===== src/logic/esa_pkg.sv =====
// package: constants and carrier types for the static memory access controller
package esa_pkg;
   localparam int CLK_PERIOD_PS = 25000;
   // times in picoseconds, as printed in ns
   localparam int T_CYCLE_PS    = 10000;
   localparam int T_ACCESS_PS   = 11000;
   localparam int T_SETUP_PS    = 1000;
   localparam int T_OVERLAP_PS  = 7000;
   localparam int T_HOLD_PS     = 1000;
   // least times, rounded up to whole cycles, at least one
   localparam int C_CYCLE   = (T_CYCLE_PS + CLK_PERIOD_PS - 1) / CLK_PERIOD_PS;
   localparam int C_ACCESS  = (T_ACCESS_PS + CLK_PERIOD_PS - 1) / CLK_PERIOD_PS;
   localparam int C_SETUP   = (T_SETUP_PS + CLK_PERIOD_PS - 1) / CLK_PERIOD_PS;
   localparam int C_OVERLAP = (T_OVERLAP_PS + CLK_PERIOD_PS - 1) / CLK_PERIOD_PS;
   localparam int C_HOLD    = (T_HOLD_PS + CLK_PERIOD_PS - 1) / CLK_PERIOD_PS;
   localparam int ADDR_W    = 21;
   localparam int DATA_W    = 4;
   localparam logic [3:0] CNT_RST = 4'h0;

   typedef struct packed {
      logic              write;
      logic              narrow;
      logic [ADDR_W-1:0] addr;
      logic [DATA_W-1:0] wdata;
   } esa_req_t;

   typedef struct packed {
      logic              sel_n;
      logic              wen_n;
      logic [ADDR_W-1:0] addr;
      logic [DATA_W-1:0] wdata;
   } esa_pins_t;
endpackage


===== src/logic/esa_sync.sv =====
// two-flop synchroniser for the read outputs of the memory
`timescale 1ns/10ps
`default_nettype none
module esa_sync
   import esa_pkg::*;
#(
   parameter int WIDTH = 4
)
(
   input  wire logic             mclk,
   input  wire logic             sys_rst,
   input  wire logic [WIDTH-1:0] async_in,
   output logic      [WIDTH-1:0] sync_out
);
   logic [WIDTH-1:0] meta_q;
   logic [WIDTH-1:0] meta_d;
   logic [WIDTH-1:0] sync_q;
   logic [WIDTH-1:0] sync_d;

   always_comb
   begin
      meta_d = async_in;
      sync_d = meta_q;
   end

   always_ff @(posedge mclk)
   begin
      if (sys_rst)
      begin
         meta_q <= '0;
         sync_q <= '0;
      end
      else
      begin
         meta_q <= meta_d;
         sync_q <= sync_d;
      end
   end

   assign sync_out = sync_q;
endmodule
`default_nettype wire


===== src/logic/esa_ctrl.sv =====
// controller that drives the asynchronous static memory through its pins
`timescale 1ns/10ps
`default_nettype none
module esa_ctrl
   import esa_pkg::*;
(
   input  wire logic              mclk,
   input  wire logic              sys_rst,
   input  wire esa_req_t          req,
   input  wire logic              req_valid,
   output logic                   req_ready,
   output logic                   rd_valid,
   output logic      [DATA_W-1:0] rd_data,
   output esa_pins_t              pins,
   output logic                   narrow_sel,
   input  wire logic [DATA_W-1:0] read_outputs
);
   initial
   begin
      if (C_OVERLAP < 1 || C_ACCESS < 1)
         $error("timing counts must be at least one cycle");
   end

   // ****************************************
   // state machine
   // ****************************************
   typedef enum logic [4:0] {
      ST_IDLE  = 5'h01,
      ST_SETUP = 5'h02,
      ST_OVLP  = 5'h04,
      ST_HOLD  = 5'h08,
      ST_READ  = 5'h10
   } esa_state_t;

   esa_state_t        state_q, state_d;
   logic [3:0]        cnt_q, cnt_d;
   esa_pins_t         pins_q, pins_d;
   esa_req_t          cur_q, cur_d;
   logic              ready_q, ready_d;
   logic              rdv_q, rdv_d;
   logic [DATA_W-1:0] rdat_q, rdat_d;
   logic              narrow_q, narrow_d;
   logic [DATA_W-1:0] q_sync;

   esa_sync #(.WIDTH(DATA_W)) u_sync (
      .mclk     (mclk),
      .sys_rst  (sys_rst),
      .async_in (read_outputs),
      .sync_out (q_sync)
   );

   always_comb
   begin
      state_d  = state_q;
      cnt_d    = cnt_q;
      pins_d   = pins_q;
      cur_d    = cur_q;
      ready_d  = 1'b0;
      rdv_d    = 1'b0;
      rdat_d   = rdat_q;
      narrow_d = narrow_q;
      unique case (state_q)
         ST_IDLE:
         begin
            ready_d = 1'b1;
            if (req_valid && ready_q)
            begin
               cur_d        = req;
               narrow_d     = req.narrow;
               pins_d.addr  = req.addr;              // address before select
               pins_d.wdata = req.wdata;
               pins_d.wen_n = 1'b1;
               pins_d.sel_n = 1'b1;
               ready_d      = 1'b0;
               cnt_d        = 4'(C_SETUP - 1);
               state_d      = ST_SETUP;
            end
         end
         ST_SETUP:
         begin
            if (cnt_q == CNT_RST)
            begin
               // select low with or before write enable
               pins_d.sel_n = 1'b0;
               pins_d.wen_n = !cur_q.write;
               cnt_d = cur_q.write ? 4'(C_OVERLAP - 1)
                                   : 4'(C_ACCESS + 2);
               state_d = cur_q.write ? ST_OVLP : ST_READ;
            end
            else
               cnt_d = cnt_q - 4'h1;
         end
         ST_OVLP:
         begin
            // overlap long enough, data and address stable
            if (cnt_q == CNT_RST)
            begin
               pins_d.wen_n = 1'b1;
               pins_d.sel_n = 1'b1;
               cnt_d        = 4'(C_HOLD - 1);
               state_d      = ST_HOLD;
            end
            else
               cnt_d = cnt_q - 4'h1;
         end
         ST_READ:
         begin
            // waits out access time plus synchroniser
            if (cnt_q == CNT_RST)
            begin
               rdat_d       = q_sync;
               rdv_d        = 1'b1;
               pins_d.sel_n = 1'b1;
               cnt_d        = 4'(C_HOLD - 1);
               state_d      = ST_HOLD;
            end
            else
               cnt_d = cnt_q - 4'h1;
         end
         ST_HOLD:
         begin
            // address and data held past the end
            if (cnt_q == CNT_RST)
            begin
               state_d = ST_IDLE;
               ready_d = 1'b1;
            end
            else
               cnt_d = cnt_q - 4'h1;
         end
      endcase
   end

   always_ff @(posedge mclk)
   begin
      if (sys_rst)
      begin
         state_q  <= ST_IDLE;
         cnt_q    <= CNT_RST;
         pins_q   <= '{sel_n: 1'b1, wen_n: 1'b1, addr: '0, wdata: '0};
         cur_q    <= '0;
         ready_q  <= 1'b0;
         rdv_q    <= 1'b0;
         rdat_q   <= '0;
         narrow_q <= 1'b0;
      end
      else
      begin
         state_q  <= state_d;
         cnt_q    <= cnt_d;
         pins_q   <= pins_d;
         cur_q    <= cur_d;
         ready_q  <= ready_d;
         rdv_q    <= rdv_d;
         rdat_q   <= rdat_d;
         narrow_q <= narrow_d;
      end
   end

   assign req_ready  = ready_q;
   assign rd_valid   = rdv_q;
   assign rd_data    = rdat_q;
   assign pins       = pins_q;
   assign narrow_sel = narrow_q;
endmodule
`default_nettype wire


===== config.mk =====
export PLATFORM = sky130hd
export DESIGN_NAME = esa_ctrl
export DESIGN_NICKNAME = d
export VERILOG_FILES = /design/src/logic/esa_pkg.sv /design/src/logic/esa_sync.sv /design/src/logic/esa_ctrl.sv
export SDC_FILE = /design/constraint.sdc
export NUM_CORES = 1
export LEC_CHECK = 0
export BUFFER_PORTS_ARGS = -buffer_cell sky130_fd_sc_hd__buf_2
export CAP_MARGIN = 40
export CORE_MARGIN = 10
export CORE_UTILIZATION = 30
export DETAILED_ROUTE_END_ITERATION = 10
export PLACE_DENSITY = 0.6
export SKIP_LAST_GASP = 1
export SLEW_MARGIN = 20
export SYNTH_ARGS = -nofsm -noshare
export SYNTH_HDL_FRONTEND = slang
export SYNTH_SLANG_ARGS = --single-unit

===== constraint.sdc =====
create_clock -name mclk -period 2.3 [get_ports mclk]
set_input_delay 0.345 -clock mclk [delete_from_list [all_inputs] [get_ports mclk]]
set_output_delay 0.345 -clock mclk [all_outputs]
set_load 0.01 [all_outputs]

==> results.toml <==
[die]
core-area_mm2 = 0.006869
fp.dieW_um = 104.4
dieArea_mm2 = 0.01089
rows = 30
start_util_pct = 31.07
pin_count = 68
die_h_um = 104.4

[routing]
wl_met2_mm = 2.336
drtIter0Drc = 95
wl_met3_um = 464
firstDrtPassIters = 4
drt-met1-wl_mm = 2.461
top_layer = "met4"
totalWireLength_mm = 5.277
wl_per_cell_um = 13.09
avgViaCountPerCell = 4.613
drtAntennaViolNets = 0
drc = 0
num_vias = 1859

[clock_network]
hold_buffers = 0
post_cts_buffers = 0
clkTransAtPathRegs_ns = 0.10
clockBufferDepth = 2
cts-htree-levels = 2
cts_buffers = 5
cts_resized = 0
cts_root_buf = "clkbuf_8"
cts_tree = "built"
clkSinkCount = 52
insertion_delay_ns = 0.30

[power]
switchingPower_uw = 563.8
comb_power_share_pct = 18.2
p_clk_share_pct = 31.3
p_seq_share_pct = 50.6
p_total_mw = 2.000
p_leak_nw = 1.141
power_switching_share_pct = 28.19
powerDensity_mw_per_mm2 = 757.3
p_int_mw = 1.436
vdd.ir_drop.worst_uv = 280.3

[flow_run]
drv_cap = 0

[logic_synthesis]
muxShareOfSynthArea_pct = 3.048
syn_nets = 281
synth_area_mm2 = 0.002135
yosys_warnings = 0
syn_avg_cell_area_um2 = 8.677
synth_compound_area_share_pct = 15.06
synth_top_family_by_area = "simple AND/OR/NAND/NOR gates"
synthCells = 246
synthAdderAreaFrac_pct = 0.5862
synth_xor_area_share_pct = 0.7620
yosysUniqueCellTypes = 44
ys_seq_area_share_pct = 48.77
ys_seq_elements = 52
yosys.area_share.simple_pct = 27.20

[critical_path]
crit_path_end_kind = "flip-flop"
r2r-end = "cnt_q[3]$_SDFFE_PP0P_"
regToRegSetupSlack_ns = 0.33
cp_max_fo = 5
crit_start = "cnt_q[0]$_SDFFE_PP0P_"
timing.rr.start = "cnt_q[0]$_SDFFE_PP0P_"
crit_path_start_kind = "flip-flop"
required_ns = 2.50
worstPathArrival_ns = 2.16
critPathKind = "flip-flop to flip-flop"
rr_worst_depth = 7

[timing]
max_slew.worst_pin.slew_ns = 0.4782
slew_headroom_pct = 68.07
fin_tns_setup_ns = 0
fin_crit_sh_pct = 85.44
finalClockSkew_ns = 0.007778
maxSlewViolCount = 0
setup_violations = 0
layout_min_cycle_time_ns = 1.965
max_freq_mhz = 508.9
rsz0062_at_grt = "no"
hold_viol = 0

[hold_path]
min_path_cells = 2
holdPathEnd = "u_sync.meta_q[3]$_SDFF_PP0_"
min_path_type = "input port to flip-flop"
min_from = "read_outputs[3]"

[finish]
diodes = 0
postLayoutCellArea_mm2 = 0.002641
final_util_pct = 38.45
fin_nets = 341
syn_to_final_growth_pct = 23.74
drive_gt1_share_pct = 29.32
layout.cells.non_filler = 403

[global_route]
overflow = 0
grt_pass1_vias = 1792
grt_start_max_net_pins = 43
grt_pass1_wl_mm = 8.763
antenna_found_initial = 0
grt_use_total_pct = 9.442

[placed_design]
dp.cells = 395
postPlaceCellArea_mm2 = 0.002530
gp_congestion = 0.8584
dpl.hpwl_mm = 3.776
portBuffers = 67

[status]
status = "completed"
stage by stage:
step / setup slack, ns / hold slack (ns)
after floorplan: 0.5551 / 0.4138
after global placement: 0.4130 / 0.4168
after detailed placement: 0.3582 / 0.4239
after CTS: 0.3556 / 0.2344
after global routing: 0.2185 / 0.2425
final: 0.3348 / 0.2457
sequential cells by signal (all words and copies together) (netlist names):
name             flops
pins                27
state_q              5
cnt_q                4
rd_data              4
u_sync.meta_q        4
u_sync.sync_out      4
cur_q                1
narrow_sel           1
rd_valid             1
req_ready            1
Yosys cell counts (all sizes together):
master | instances | share of area [%]
and2b | 2 | 0.70
buf | 8 | 2.3
nor3b | 2 | 1.2
a211o | 1 | 0.41
inv | 4 | 0.70
a221oi | 1 | 0.70
nor4b | 2 | 1.5
nand4 | 2 | 0.59
a22oi | 1 | 0.35
or3 | 3 | 1.6
mux2 | 1 | 0.70
nor2b | 10 | 2.9
and4 | 1 | 0.41
o31ai | 1 | 0.35
or2 | 1 | 0.29
clkbuf | 9 | 1.6
nor2 | 16 | 3.0
a21oi | 31 | 7.3
dfxtp | 52 | 49
o32ai | 3 | 1.2
o211ai | 2 | 0.70
nand4b | 1 | 0.41
ha | 1 | 0.59
mux2i | 5 | 2.3
xor2 | 1 | 0.76
or3b | 1 | 0.41
nand3 | 3 | 0.70
nand2 | 60 | 11
and3 | 4 | 1.2
and2 | 1 | 0.29
nand2b | 2 | 0.59
nor3 | 1 | 0.23
o22a | 1 | 0.41
o21ai | 3 | 0.70
nor4 | 2 | 0.59
o311a | 2 | 0.94
a311oi | 1 | 0.41
a2111oi | 1 | 0.41
a22o | 2 | 0.82
o21bai | 1 | 0.35
placed cells by master, fill, tap and decap left out, drive strengths merged, types with 3 or more instances in the layout:
cell and instances:
a21oi 31, and3 4, buf 70, clkbuf 5
dfxtp 52, inv 4, mux2i 5, nand2 60
nand3 3, nor2 16, nor2b 10, o21ai 3
o32ai 3, or3 3
how the worst max path moves through the flow:
| stage | end |
|---|---|
| finish | cnt_q[3]$_SDFFE_PP0P_ |
| global route | cnt_q[3]$_SDFFE_PP0P_ |
| CTS | cnt_q[3]$_SDFFE_PP0P_ |
| detailed placement | cnt_q[3]$_SDFFE_PP0P_ |
| global placement | cnt_q[3]$_SDFFE_PP0P_ |
| floorplan | cnt_q[3]$_SDFFE_PP0P_ |
metal layers:
layer | vias up | GRT usage, %
met5 | - | 0
met4 | 0 | 2.087
met3 | 2 | 4.523
met2 | 63 | 14.46
met1 | 841 | 11.65
li1 | 953 | -
critical path: stages, from the launching register on:
cell and delay (ns):
dfxtp_1 0.36, inv_1 0.07, ha_1 0.20, nor3b_2 0.35
a22oi_1 0.15, or3_4 0.37, and3_1 0.15, a211o_1 0.22
power groups by stage:
stage | Combinational, mW | Sequential [mW] | Clock [mW]
after floorplan | 0.254 | 1.02 | 0
after global placement | 0.367 | 1.03 | 0
after detailed placement | 0.366 | 1.03 | 0
after CTS | 0.367 | 1.01 | 0.655
after global routing | 0.412 | 1.02 | 0.692
final | 0.363 | 1.01 | 0.625
cell families (layout without fill, tap and decap cells):
kind of cell             after synthesis  after routing
AO/OA/AOI/OAI                         51             51
flip-flops                            52             52
buffers and inverters                 21             82
XOR/XNOR                               1              1
multiplexers                           6              6
AND/OR/NAND/NOR                      114            114
adder cells (fa/ha/maj)                1              1
layout make-up:
cell class	count	area [µm²]
timing repair buffer	70	357.8
multi-input combinational	173	996.0
fill	723	4228
inverter	4	15.01
tap	96	120.1
clock inverter	3	42.54
clock buffer	5	68.82
sequential	52	1041
(Power assumes the default switching activity.)
